--- config.mk ---
export PLATFORM = sky130hd
export DESIGN_NAME = icas_steer
export DESIGN_NICKNAME = d
export VERILOG_FILES = /design/src/inc/icas_pkg.sv /design/src/rtl/icas_steer.sv
export VERILOG_INCLUDE_DIRS = /design/src /design/src/inc
export SDC_FILE = /design/constraint.sdc
export NUM_CORES = 1
export LEC_CHECK = 0
export ABC_AREA = 1
export BUFFER_PORTS_ARGS = -buffer_cell sky130_fd_sc_hd__buf_2
export CORE_MARGIN = 2
export CORE_UTILIZATION = 30
export DETAILED_ROUTE_END_ITERATION = 16
export SYNTH_ARGS = -nofsm -noshare
export SYNTH_HDL_FRONTEND = slang
export SYNTH_SLANG_ARGS = --single-unit
--- constraint.sdc ---
create_clock -name i_sys_clk -period 3.2 [get_ports i_sys_clk]
set_input_delay 0.48 -clock i_sys_clk [delete_from_list [all_inputs] [get_ports i_sys_clk]]
set_output_delay 0.48 -clock i_sys_clk [all_outputs]
set_load 0.01 [all_outputs]
--- src/inc/icas_defs.svh ---
// constant names for the isa cycle and address steering block
// assumes inclusion by bare name from rtl files
`ifndef ICAS_DEFS_SVH
`define ICAS_DEFS_SVH
`define ICAS_CLK_NS        8
`define ICAS_REFRESH_NS    15000
`define ICAS_REFRESH_CYC   (`ICAS_REFRESH_NS / `ICAS_CLK_NS)
`define ICAS_READY_WAIT    4'h3
`define ICAS_ONE_MEG_BIT   20
`define ICAS_SIXTEEN_MEG   24
`define ICAS_NMI_PORT      8'h70
`define ICAS_NMI_BIT       7
`define ICAS_A20           20
`define ICAS_LA_LO         17
`endif

--- src/inc/icas_pkg.sv ---
// types for the isa cycle and address steering block
// assumes icas_defs.svh on the include path
package icas_pkg;
  typedef enum logic [2:0] {
    ICAS_IDLE,
    ICAS_BUSY,
    ICAS_DONE,
    ICAS_END
  } icas_state_t;
  typedef enum logic [2:0] {
    ICAS_CYC_NONE,
    ICAS_CYC_MEMRD,
    ICAS_CYC_MEMWR,
    ICAS_CYC_IORD,
    ICAS_CYC_IOWR,
    ICAS_CYC_INTA
  } icas_cycle_t;
endpackage

--- src/rtl/icas_steer.sv ---
// isa cycle control and address steering, one clock domain
// assumes i_sys_clk samples the bus clock, status, memory/io, latch, block-a20, error and request pins through two flops; falling
// bus clock edges are found from the synchronised main_bus_clock
//
// Notes on behaviour
// - strap high: word address with byte-high; low: four byte enables, 26 bits
// - cpu mode: local address in, slot address and commands out
// - dma and refresh: commands, local and slot address all driven
// - master mode: drive local address from slot buses, skip sa 17-19
// - nmi on parity error or channel check when each is enabled
// - nmi off after reset; on when port 70h bit 7 written 0
// - status pins: 0 alone write, 1 alone read, both inta
// - status synchronised; under hold grant become memory strobes out
// - memory/io select sampled when a status is active
// - early latch transparent when low, frozen high; upper bits to la
// - internal ale latches lower bits again onto sa and byte-high
// - channel ready asserted idle, negated on request, reasserted to end
// - commands end on next falling bus clock after ready reasserted
// - status and local address inputs sampled on falling main bus clock edges
// - cpu mode with block-a20 active forces latched bit 20 low on la only, not in the 1 Mbyte decode
// - hold request follows a valid dma request
// - 15 us refresh tick offered as refresh request
// - narrow rom low: 8-to-16 conversion; high: 16-bit rom buffers
// - commands input only for master; cpu logic or dma drives else
// - no slot memory read for dma above 16 Mbyte
// - low-memory strobes below 1 Mbyte and refresh, else floated
`timescale 1ns/1ns
`include "icas_defs.svh"
module icas_steer #(
  parameter int REFRESH_CYC = `ICAS_REFRESH_CYC
) (
  input  wire logic        i_sys_clk,
  input  wire logic        i_rst,
  input  wire logic        i_main_bus_clock,
  input  wire logic        i_cpu_type_strap,
  input  wire logic        i_processor_hold_grant,
  input  wire logic        i_dma_hold_grant,
  input  wire logic        i_master_n,
  input  wire logic        i_refresh_cycle,
  input  wire logic        i_chan_status0_mem_write_n,
  input  wire logic        i_chan_status1_mem_read_n,
  input  wire logic        i_chan_mem_io_select,
  input  wire logic        i_early_addr_latch_n,
  input  wire logic        i_block_addr20_n,
  input  wire logic        i_narrow_rom_select_n,
  input  wire logic        i_parity_error_n,
  input  wire logic        i_chan_check_n,
  input  wire logic        i_dma_request,
  input  wire logic [25:0] i_dma_addr,
  input  wire logic        i_dma_mem_read_n,
  input  wire logic        i_dma_mem_write_n,
  input  wire logic        i_dma_io_read_n,
  input  wire logic        i_dma_io_write_n,
  input  wire logic [25:0] i_local_addr,
  input  wire logic [3:0]  i_byte_en_n,
  input  wire logic [23:17] i_la,
  input  wire logic [19:0] i_sa,
  input  wire logic [3:0]  i_cmd_n,
  input  wire logic [7:0]  i_addr,
  input  wire logic [7:0]  i_wdata,
  input  wire logic        i_wr,
  input  wire logic        i_rd,
  output logic      [7:0]  o_rdata,
  output logic      [25:0] o_local_addr,
  output logic      [3:0]  o_byte_en_n,
  output logic             o_local_addr_oe,
  output logic      [23:17] o_la,
  output logic      [19:0] o_sa,
  output logic             o_sbhe_n,
  output logic             o_slot_addr_oe,
  output logic      [3:0]  o_cmd_n,
  output logic             o_cmd_oe,
  output logic             o_status_strobe_n_0,
  output logic             o_status_strobe_n_1,
  output logic             o_status_oe,
  output logic             o_low_mem_read_n,
  output logic             o_low_mem_write_n,
  output logic             o_low_mem_oe,
  output logic             o_chan_ready_n,
  output logic             o_nmi,
  output logic             o_dma_hold_request,
  output logic             o_refresh_tick,
  output logic             o_rom_convert,
  output logic             o_rom_wide_buf
);
  // ==========================================================
  // state
  // cmd bits: 0 memr, 1 memw, 2 ior, 3 iow (all active low)
  typedef struct packed {
    logic [1:0]  bclk;
    logic [1:0]  s0;
    logic [1:0]  s1;
    logic [1:0]  mio;
    logic [1:0]  early_addr_latch_n;
    logic [1:0]  blk;
    logic [1:0]  par;
    logic [1:0]  chk;
    logic [1:0]  dreq;
    logic        bclk_q;
    icas_pkg::icas_state_t st;
    icas_pkg::icas_cycle_t cyc;
    logic [3:0]  wait_cnt;
    logic [25:0] early;
    logic [3:0]  early_be;
    logic [19:0] sa;
    logic        sbhe_n;
    logic [3:0]  cmd_n;
    logic        rdy_n;
    logic        nmi_en;
    logic        par_en;
    logic        chk_en;
    logic        nmi;
    logic        hrq;
    logic [15:0] ref_cnt;
    logic        ref_tick;
    logic [7:0]  rdata;
  } icas_state_s_t;
  icas_state_s_t s_q, s_d;

  // ==========================================================
  // decode helpers
  function automatic icas_pkg::icas_cycle_t status_decode(
    input logic s0_n, input logic s1_n, input logic mem);
    icas_pkg::icas_cycle_t c;
    c = icas_pkg::ICAS_CYC_NONE;
    if (!s0_n && !s1_n) c = icas_pkg::ICAS_CYC_INTA;
    else if (!s0_n) c = mem ? icas_pkg::ICAS_CYC_MEMWR
                            : icas_pkg::ICAS_CYC_IOWR;
    else if (!s1_n) c = mem ? icas_pkg::ICAS_CYC_MEMRD
                            : icas_pkg::ICAS_CYC_IORD;
    return c;
  endfunction

  function automatic logic [3:0] cmd_of(input icas_pkg::icas_cycle_t c);
    case (c)
      icas_pkg::ICAS_CYC_MEMRD: cmd_of = 4'hE;
      icas_pkg::ICAS_CYC_MEMWR: cmd_of = 4'hD;
      icas_pkg::ICAS_CYC_IORD:  cmd_of = 4'hB;
      icas_pkg::ICAS_CYC_IOWR:  cmd_of = 4'h7;
      default:                  cmd_of = 4'hF;
    endcase
  endfunction

  // ==========================================================
  // mode decode
  logic cpu_mode, master_mode, dma_mode, fall, below_1m;
  logic [25:0] cur_addr;
  logic [25:0] addr_now;
  logic [3:0]  be_now;
  always_comb begin
    cpu_mode    = !i_processor_hold_grant;
    master_mode = i_processor_hold_grant && !i_master_n;
    dma_mode    = i_processor_hold_grant && i_master_n;
    fall        = s_q.bclk_q && !s_q.bclk[1];
    // upper bits kept from the early latch, sa only holds twenty
    cur_addr    = dma_mode ? i_dma_addr : {s_q.early[25:20], s_q.sa};
    // open latch passes the pins straight through to the second latch
    addr_now    = s_q.early_addr_latch_n[1] ? s_q.early : i_local_addr;
    be_now      = s_q.early_addr_latch_n[1] ? s_q.early_be : i_byte_en_n;
    below_1m    = (cur_addr >> `ICAS_ONE_MEG_BIT) == 26'h0000000;
  end

  // ==========================================================
  // next state
  always_comb begin
    s_d = s_q;
    // two-flop pin sync; only bit 1 is read by logic
    s_d.bclk = {s_q.bclk[0], i_main_bus_clock};
    s_d.s0   = {s_q.s0[0], i_chan_status0_mem_write_n};
    s_d.s1   = {s_q.s1[0], i_chan_status1_mem_read_n};
    s_d.mio  = {s_q.mio[0], i_chan_mem_io_select};
    s_d.early_addr_latch_n = {s_q.early_addr_latch_n[0], i_early_addr_latch_n};
    s_d.blk  = {s_q.blk[0], i_block_addr20_n};
    s_d.par  = {s_q.par[0], i_parity_error_n};
    s_d.chk  = {s_q.chk[0], i_chan_check_n};
    s_d.dreq = {s_q.dreq[0], i_dma_request};
    s_d.bclk_q = s_q.bclk[1];
    // early latch, transparent while low
    if (fall && !s_q.early_addr_latch_n[1] && cpu_mode) begin
      s_d.early    = i_local_addr;
      s_d.early_be = i_byte_en_n;
    end
    if (fall) begin
      case (s_q.st)
        icas_pkg::ICAS_IDLE: begin
          s_d.rdy_n = 1'b0;
          if (cpu_mode && (!s_q.s0[1] || !s_q.s1[1])) begin
            s_d.cyc = status_decode(s_q.s0[1], s_q.s1[1], s_q.mio[1]);
            // internal ale: second latch of the lower bits
            s_d.sa = addr_now[19:0];
            if (!i_cpu_type_strap)
              s_d.sbhe_n = &be_now[3:2] ? 1'b1
                         : !(be_now[1] && !be_now[0]);
            else
              s_d.sbhe_n = be_now[1];
            s_d.rdy_n = 1'b1;
            s_d.wait_cnt = `ICAS_READY_WAIT;
            s_d.st = icas_pkg::ICAS_BUSY;
          end
        end
        icas_pkg::ICAS_BUSY: begin
          s_d.cmd_n = cmd_of(s_q.cyc);
          if (s_q.wait_cnt == 4'h0) begin
            s_d.rdy_n = 1'b0;
            s_d.st = icas_pkg::ICAS_DONE;
          end else begin
            s_d.wait_cnt = s_q.wait_cnt - 4'h1;
          end
        end
        icas_pkg::ICAS_DONE: begin
          s_d.cmd_n = 4'hF;
          s_d.cyc = icas_pkg::ICAS_CYC_NONE;
          s_d.st = icas_pkg::ICAS_END;
        end
        icas_pkg::ICAS_END: begin
          // wait for status release before next request
          if (s_q.s0[1] && s_q.s1[1]) s_d.st = icas_pkg::ICAS_IDLE;
        end
        default: s_d.st = icas_pkg::ICAS_IDLE;
      endcase
    end
    // leaving cpu mode drops any half cycle
    if (!cpu_mode) begin
      s_d.st = icas_pkg::ICAS_IDLE;
      s_d.cmd_n = 4'hF;
      s_d.rdy_n = 1'b0;
    end
    // nmi control port, bit 7 low enables
    if (i_wr && i_addr == `ICAS_NMI_PORT)
      s_d.nmi_en = !i_wdata[`ICAS_NMI_BIT];
    if (i_wr && i_addr == `ICAS_NMI_PORT + 8'h01) begin
      s_d.par_en = i_wdata[0];
      s_d.chk_en = i_wdata[1];
    end
    s_d.nmi = s_q.nmi_en && ((s_q.par_en && !s_q.par[1]) ||
                             (s_q.chk_en && !s_q.chk[1]));
    s_d.hrq = s_q.dreq[1];
    // refresh period counter
    // one pulse per period, so the period is the full count
    s_d.ref_tick = 1'b0;
    if (s_q.ref_cnt == 16'(REFRESH_CYC - 1)) begin
      s_d.ref_cnt = 16'h0000;
      s_d.ref_tick = 1'b1;
    end else begin
      s_d.ref_cnt = s_q.ref_cnt + 16'h0001;
    end
    s_d.rdata = 8'h00;
    if (i_rd && i_addr == `ICAS_NMI_PORT + 8'h01)
      s_d.rdata = {4'h0, !s_q.chk[1], !s_q.par[1],
                   s_q.chk_en, s_q.par_en};
    else if (i_rd && i_addr == `ICAS_NMI_PORT)
      s_d.rdata = {!s_q.nmi_en, 7'h00};
  end

  // ==========================================================
  // state register
  always_ff @(posedge i_sys_clk or posedge i_rst) begin
    if (i_rst) begin
      s_q <= '0;
      s_q.st <= icas_pkg::ICAS_IDLE;
      s_q.cyc <= icas_pkg::ICAS_CYC_NONE;
      s_q.cmd_n <= 4'hF;
      s_q.sbhe_n <= 1'b1;
      s_q.nmi_en <= 1'b0;
    end else begin
      s_q <= s_d;
    end
  end

  // ==========================================================
  // pin steering
  logic [25:0] early20;
  always_comb begin
    early20 = s_q.early;
    if (cpu_mode && !s_q.blk[1]) early20[`ICAS_A20] = 1'b0;
    o_rdata  = s_q.rdata;
    o_nmi    = s_q.nmi;
    o_dma_hold_request = s_q.hrq;
    o_refresh_tick = s_q.ref_tick;
    o_chan_ready_n = s_q.rdy_n;
    o_rom_convert  = !i_narrow_rom_select_n;
    o_rom_wide_buf = i_narrow_rom_select_n;
    o_local_addr_oe = !cpu_mode;
    o_slot_addr_oe  = !master_mode;
    o_cmd_oe        = !master_mode;
    o_status_oe     = !cpu_mode;
    o_byte_en_n = 4'hF;
    if (master_mode) begin
      o_local_addr = {2'b00, i_la, s_q.early[16:0]};
      o_local_addr[16:0] = i_sa[16:0];
    end else if (dma_mode) begin
      o_local_addr = i_refresh_cycle ? {6'h00, i_sa} : i_dma_addr;
      if (i_cpu_type_strap) o_local_addr[25:24] = 2'b00;
    end else begin
      o_local_addr = 26'h0000000;
    end
    o_la = dma_mode ? i_dma_addr[23:17] : early20[23:17];
    o_sa = dma_mode ? i_dma_addr[19:0] : s_q.sa;
    o_sbhe_n = dma_mode ? 1'b0 : s_q.sbhe_n;
    if (dma_mode) begin
      o_cmd_n = {i_dma_io_write_n, i_dma_io_read_n, i_dma_mem_write_n,
                 i_dma_mem_read_n | (i_dma_addr[25:24] != 2'b00)};
    end else begin
      o_cmd_n = s_q.cmd_n;
    end
    o_status_strobe_n_0 = master_mode ? i_cmd_n[1] : o_cmd_n[1];
    o_status_strobe_n_1 = master_mode ? i_cmd_n[0] : o_cmd_n[0];
    o_low_mem_oe = below_1m || i_refresh_cycle;
    o_low_mem_read_n  = !(o_low_mem_oe && !o_cmd_n[0]) && !i_refresh_cycle;
    o_low_mem_write_n = !(below_1m && !o_cmd_n[1]);
  end
endmodule

==> run_results.csv, run 1 <==
group,metric,value,unit
status,status,"finished, final reports clean",
synthesis,synth-simple-area-share,22.4,%
critical_path,arrival,2000,ps
synthesis,avgSynthCellArea,7.77,sq um
power_and_ir_drop,p_switching,1.07,mW
final_layout,layoutNonFillerInstCount,1187,
floorplan,start_util,30.9,%
timing,slew_headroom,37.1,%
clock_network,clkTransAtPathRegs,70,ps
critical_path,cpPeakStageDelay,400,ps
place,placed_cells,1171,
final_layout,drive_gt1_share,25.4,%
drt,postRouteAntennaNets,0,
critical_path,startpoint,"i_processor_hold_grant",
drt,first_iter_violations,278,
grt,grt_util_met3,2.41,%
grt,grt_busiest_layer,"met2",
critical_path,cp-end-kind,"output port",
drt,dr_total_vias,5228,
critical_path,timing.rr.start,"s_q[93]$_DFFE_PP0P_",
timing,slew_viol_final,0,
floorplan,die_area,20500,sq um
clock_network,cts_hold_buf,0,
synthesis,yosys.area_share.adder,1.94,%
final_layout,fillerInstances,1934,
power_and_ir_drop,power_density,485,nW/um^2
floorplan,die_width,143,microns
grt,use_met2,23.6,%
synthesis,synth-edff-count,0,
flow_run,cap_viol_max_count,0,
drt,via_per_inst,4.40,
power_and_ir_drop,intPower,2.43,mW
timing,rsz0062_at_grt,"false",
critical_path,crit_path_top_delay_cell,"inv_2",
clock_network,cts_tree,"done",
clock_network,numCtsBuffers,9,
final_layout,utilization,38.3,%
grt,grt_antenna_before_repair,0,
drt,wl_per_cell,12.8,microns
clock_network,clock-sinks,111,
power_and_ir_drop,p_comb_share,21.6,%
drt,drc,0,
synthesis,yosysMostFrequentCell,"nand2_1",
grt,gr-total-overflow,0,
timing,worst_hold_slack,209,ps
critical_path,path_class,"in2out",
clock_network,cts_resized,0,
timing,fin_skew,11.7,ps
timing,min_period_over_period,77.6,%
synthesis,ys_seq_elements,111,
critical_path,cp-start-kind,"primary input",
power_and_ir_drop,swShare,30.6,%
floorplan,ios,211,
clock_network,cts_setup_buffers,0,
timing,finalCriticalPeriod,2480,ps
grt,grt_max_degree,55,
critical_path,worstPathRequired,2720,ps
synthesis,synth_mux_area_share,0,%
floorplan,die_h,143,microns
synthesis,synthArstFlopShare,100,%
hold_path,hp-class,"in2async",
synthesis,synth_compound_area_share,14.1,%
clock_network,clock_path_buffers,2,
final_layout,area_delta_synth_final,24.0,%
grt,grt_pass1_wl,23.3,mm
place,place_congestion,0.849,
drt,first_pass_iters,5,
timing,tns,0,ps
timing,setup-violations-final,0,
synthesis,synth_top_family_by_area,"simple AND/OR/NAND/NOR gates",
grt,grtUsageMet1,20.1,%
power_and_ir_drop,p_leak,3.84,nW
final_layout,n_antenna_cell,0,
synthesis,synth_commonest_cells,"176 x nand2_1, 126 x o21ai_0, 109 x inv_1, 106 x dfrtp_1, 58 x nor2_1",
clock_network,clk_latency,350,ps
clock_network,htreeDepth,3,
grt,grt_pass1_vias,4625,
timing,hold_viol,0,
drt,finalWirelength,15.2,mm
synthesis,ys_top_cells_by_area,"dfrtp_1 46%, nand2_1 11%, o21ai_0 11%",
power_and_ir_drop,clkPwrFrac,30.6,%
synthesis,netlist_area,5810,sq um
synthesis,yosysWarnings,0,
critical_path,worstPathCellList,"buf_2, nand2_4, inv_2, nor2_1, nor2_1, nand3_1, nor2_1, nor2_1, buf_2",
timing,fmax,403,MHz
final_layout,multi_input_comb_area,2350,sq um
place,io_buffers,195,
synthesis,synth_top_area_cell,"dfrtp_1",
power_and_ir_drop,p_seq_share,47.8,%
clock_network,clk_root_buffer_cell,"clkbuf_16",
synthesis,synth_cell_types,34,
floorplan,core,18800,sq um
final_layout,regArea,2780,sq um
synthesis,synth_top_area_share,45.6,%
critical_path,cp_common_cell,"nor2_1",
synthesis,syn_inst,748,
timing,worst_pin_slew,940,ps
place,dp_hpwl,11.5,mm
power_and_ir_drop,ir_drop,270,uV
synthesis,synth_flop_cell,"dfrtp_1",
grt,grtUsageTotal,14.5,%
critical_path,critPathMaxFanout,27,
synthesis,ys_seq_area_share,47.9,%
final_layout,layout.nets,1057,
synthesis,synth_xor_area_share,1.66,%
floorplan,placementRows,50,
worst paths after layout:
kind	slack (ps)	depth (start not counted)	to
worst min-delay path	210	2	s_q[9]$_DFF_PP0_
worst max-delay path	720	9	o_low_mem_read_n
worst max register to register	1400	9	s_q[35]$_DFFE_PP1P_
min in group i_sys_clk	230	1	s_d[104]$_DFF_PP0_
worst min register to register	340	0	s_q[112]$_DFF_PP0_
max in group asynchronous	2130	3	early20[16]$_DFFE_PP0P_
area by class of cell:
| cell class | count | area share (%) |
|---|---|---|
| Inverter | 111 | 5.90 |
| Timing Repair Buffer | 202 | 14.4 |
| Clock inverter | 6 | 0.729 |
| Multi-Input combinational cell | 487 | 32.7 |
| Sequential cell | 111 | 38.6 |
| Tap cell | 260 | 4.51 |
| Clock buffer | 10 | 3.17 |
power groups by stage:
| stage | Sequential, mW | Clock, mW | Combinational (mW) |
|---|---|---|---|
| floorplan | 1.68 | 0 | 0.479 |
| global placement | 1.69 | 0 | 0.752 |
| detailed placement | 1.70 | 0 | 0.759 |
| CTS | 1.67 | 1.12 | 0.763 |
| global route | 1.70 | 1.18 | 0.867 |
| finish | 1.67 | 1.07 | 0.755 |
logic make-up (layout without fill, tap and decap cells):
| kind of cell | after synthesis | after routing |
|---|---|---|
| xor gates and xnor gates | 11 | 11 |
| and+or+nand+nor | 302 | 302 |
| adders and majority gates | 9 | 9 |
| AOI/OAI and AO/OA | 158 | 158 |
| DFF | 111 | 111 |
| other | 2 | 7 |
| buffers and inverters | 155 | 329 |
sequential cells by signal, indices dropped and copies added, names as in the netlist:
name,count
o_nmi,1
o_chan_ready_n,1
o_rdata,5
s_q,66
o_refresh_tick,1
o_dma_hold_request,1
s_d,11
early20,25
routing by layer:
| layer | vias up | share of wire [%] | wire length [microns] |
|---|---|---|---|
| met4 | 0 | 1.1 | 174 |
| met5 | - | 0 | 0 |
| met1 | 2326 | 48 | 7280 |
| li1 | 2702 | - | - |
| met2 | 187 | 45 | 6820 |
| met3 | 13 | 6.2 | 947 |
placed cells by master, fill, tap and decap left out, types with 9 or more instances in the layout:
master     count
dfrtp_1      106
nand3_1       33
buf_2        195
nor3_1         9
nor2_1        58
inv_1        108
ha_1           9
o21ai_0      126
clkbuf_16      9
o21ai_1       16
nand4_1       14
nand2_1      176
xor2_1        10
critical path: cells and delay by family:
kind                   cells  cell delay (ps)
buffers and inverters      3              790
AND/OR/NAND/NOR            6              730
metrics by stage:
step / total power, mW / cell area [sq um] / setup slack [ps]
6_report: 3.50 / 7210 / 717
5_1_grt: 3.74 / 7210 / 498
4_1_cts: 3.55 / 7210 / 681
3_5_place_dp: 2.46 / 6930 / 685
3_3_place_gp: 2.44 / 6930 / 704
2_1_floorplan: 2.16 / 5840 / 1380
Power figures use the tool's default switching activity.
==> run 2, diff against run 1 <==
ABC_AREA = 0   (was 1)
clock period = 2.45 ns   (was 3.2 ns; I/O delays follow)
==> run_results.csv, run 2 <==
group,metric,value,unit
place,place_ws,360,ps
grt,grt_pass1_vias,4374,
final_layout,largest_register,"s_q",
drt,drc,0,
synthesis,synth_commonest_cells,"106 x dfrtp_1, 59 x nand2_1, 58 x mux2_2, 52 x a21oi_1, 49 x nor2_1",
power_and_ir_drop,power_density,661,nW/um^2
flow_run,cap_viol_max_count,0,
critical_path,worstRegToRegCells,6,
critical_path,worstPathCellList,"buf_2, nand2_1, buf_12, o41ai_1, or2_2, buf_2",
grt,grt_antenna_before_repair,4,
timing,worst_hold_slack,61.7,ps
place,placed_area,6830,sq um
drt,first_iter_violations,141,
power_and_ir_drop,p_seq_share,47.3,%
critical_path,cp.buffers_inverters,3,
clock_network,clkTransAtPathRegs,80,ps
grt,grtUsageTotal,14.6,%
final_layout,multi_input_comb_area,2540,sq um
synthesis,ys_seq_elements,111,
final_layout,final_common_cell,"buf_2",
floorplan,die_h,140,microns
timing,timing.final.ws_setup,345,ps
drt,postRouteAntennaNets,0,
grt,grt_max_degree,51,
power_and_ir_drop,clkPwrFrac,31.7,%
clock_network,numCtsBuffers,9,
final_layout,largest_reg_flops,66,
critical_path,path_depth,6,
synthesis,synth_top_area_cell,"dfrtp_1",
synthesis,synthArstFlopShare,100,%
power_and_ir_drop,swShare,29.1,%
floorplan,core,18100,sq um
synthesis,ys_seq_area_share,49.9,%
clock_network,clk_root_buffer_cell,"clkbuf_16",
clock_network,clock_path_buffers,2,
synthesis,syn_inst,540,
floorplan,ios,211,
timing,min_period_over_period,85.9,%
timing,fmax,475,MHz
critical_path,arrival,1740,ps
power_and_ir_drop,intPower,3.35,mW
timing,hold_viol,0,
critical_path,crit_family,"buffers and inverters",
final_layout,utilization,39.5,%
power_and_ir_drop,ir_drop,364,uV
critical_path,critPathMaxFanout,25,
drt,via_per_inst,4.68,
place,placed_cells,943,
clock_network,htreeDepth,3,
synthesis,synth_top_area_share,47.5,%
final_layout,drive_gt1_share,41.0,%
timing,fin_skew,15.6,ps
synthesis,synth_flop_cell,"dfrtp_1",
floorplan,placementRows,49,
clock_network,cts_resized,0,
clock_network,cts_hold_buf,0,
final_layout,mostFrequentLayoutCells,"195 x buf_2, 106 x dfrtp_1, 59 x nand2_1, 58 x mux2_2, 52 x a21oi_1",
hold_path,hp-class,"in2async",
place,io_buffers,195,
timing,tns,0,ps
critical_path,cp-start-kind,"primary input",
drt,dr_total_vias,4497,
synthesis,synth-edff-count,0,
timing,slew_viol_final,0,
clock_network,clock-sinks,111,
final_layout,layoutNonFillerInstCount,961,
synthesis,yosysWarnings,0,
place,place_congestion,0.827,
floorplan,die_area,19700,sq um
synthesis,yosysMostFrequentCell,"dfrtp_1",
final_layout,layout.nets,860,
final_layout,design_area,7150,sq um
power_and_ir_drop,power,4.72,mW
critical_path,r2r_slack,540,ps
critical_path,cp-end-kind,"output port",
timing,rsz0062_at_grt,"false",
synthesis,netlist_area,5580,sq um
floorplan,start_util,30.8,%
place,dp_hpwl,10.6,mm
grt,grt_pass1_wl,22.6,mm
critical_path,worstPathRequired,2080,ps
final_layout,fillerInstances,1810,
timing,slew_headroom,61.6,%
timing,finalCriticalPeriod,2100,ps
clock_network,cts_setup_buffers,0,
power_and_ir_drop,p_comb_share,21.0,%
power_and_ir_drop,p_switching,1.37,mW
power_and_ir_drop,p_leak,3.45,nW
clock_network,cts_tree,"done",
critical_path,cpPeakStageDelay,450,ps
drt,finalWirelength,14.1,mm
synthesis,avgSynthCellArea,10.3,sq um
final_layout,area_delta_synth_final,28.1,%
status,status,"finished, final reports clean",
floorplan,die_width,140,microns
drt,first_pass_iters,6,
synthesis,ys_top_cells_by_area,"dfrtp_1 48%, mux2_2 12%, mux2i_1 5.0%",
drt,wl_per_cell,14.7,microns
critical_path,path_class,"in2out",
critical_path,cp_common_cell,"buf_2",
critical_path,crit_path_top_delay_cell,"o41ai_1",
timing,worst_pin_slew,575,ps
grt,gr-total-overflow,0,
synthesis,synth_cell_types,50,
timing,setup-violations-final,0,
clock_network,clk_latency,360,ps
final_layout,regArea,2780,sq um
## run 2: cell types whose count changed in the layout (fill, tap and decap cells not counted), sizes merged, moves of 9 or more
| cell | change |
|---|---|
| a21oi | +47 |
| buf | +9 |
| inv | -94 |
| mux2 | +59 |
| mux2i | +28 |
| nand2 | -122 |
| nand2b | +9 |
| nand3 | -15 |
| nand4 | -10 |
| nor2 | -11 |
| o21ai | -134 |
## run 2: per-layer routing
metal,GRT usage [%],vias to the layer above,wire (microns)
li1,-,2222,-
met4,4.94,2,241
met3,5.09,20,996
met5,0,-,13
met2,22.9,158,6320
met1,18.8,2095,6510
## run 2: power by group through the flow
stage,Sequential [mW],Clock (mW),Combinational [mW]
global placement,2.26,0,0.991
detailed placement,2.28,0,1.00
floorplan,2.23,0,0.646
global route,2.28,1.63,1.10
CTS,2.24,1.56,1.01
finish,2.24,1.50,0.989
## run 2: area by class of cell
cell class | instances | share of cell area [%]
diodes | 2 | 0.0700
clock buffers | 10 | 3.34
clock inverters | 6 | 0.946
inverters | 17 | 0.946
multi-input cells | 375 | 35.5
flip-flops and latches | 111 | 39.0
well taps | 229 | 4.01
repair buffers | 211 | 16.2
## run 2: worst reg2reg max path, cell delays in order (launching register included)
cell and delay (ps):
dfrtp_1 440, inv_1 130, ha_1 320, and4_1 510, buf_12 240, nor2_1 80
a21oi_1 120
## run 2: cells by family (layout without fill, tap and decap cells)
kind of cell / count (synthesis) / count (layout) / synth area share [%]
buffers and inverters: 59 / 244 / 5.05
adder cells (fa/ha/maj): 9 / 9 / 2.02
AND/OR/NAND/NOR: 179 / 179 / 15.6
multiplexers: 87 / 87 / 17.0
XOR/XNOR: 12 / 12 / 1.88
other: 2 / 9 / 0.135
flip-flops: 111 / 111 / 49.9
AO/OA/AOI/OAI: 81 / 81 / 8.41
## run 2: path summary, 6_finish.rpt
path | from | endpoint
worst max-delay path | i_processor_hold_grant | o_low_mem_oe
worst min register to register | s_d[100]$_DFF_PP0_ | s_q[100]$_DFF_PP0_
max in group asynchronous | i_rst | s_q[32]$_DFFE_PP1P_
worst max register to register | s_q[94]$_DFFE_PP0P_ | s_q[48]$_DFFE_PP0P_
worst min-delay path | i_rst | s_q[12]$_DFF_PP0_
min in group i_sys_clk | i_parity_error_n | s_d[102]$_DFF_PP0_
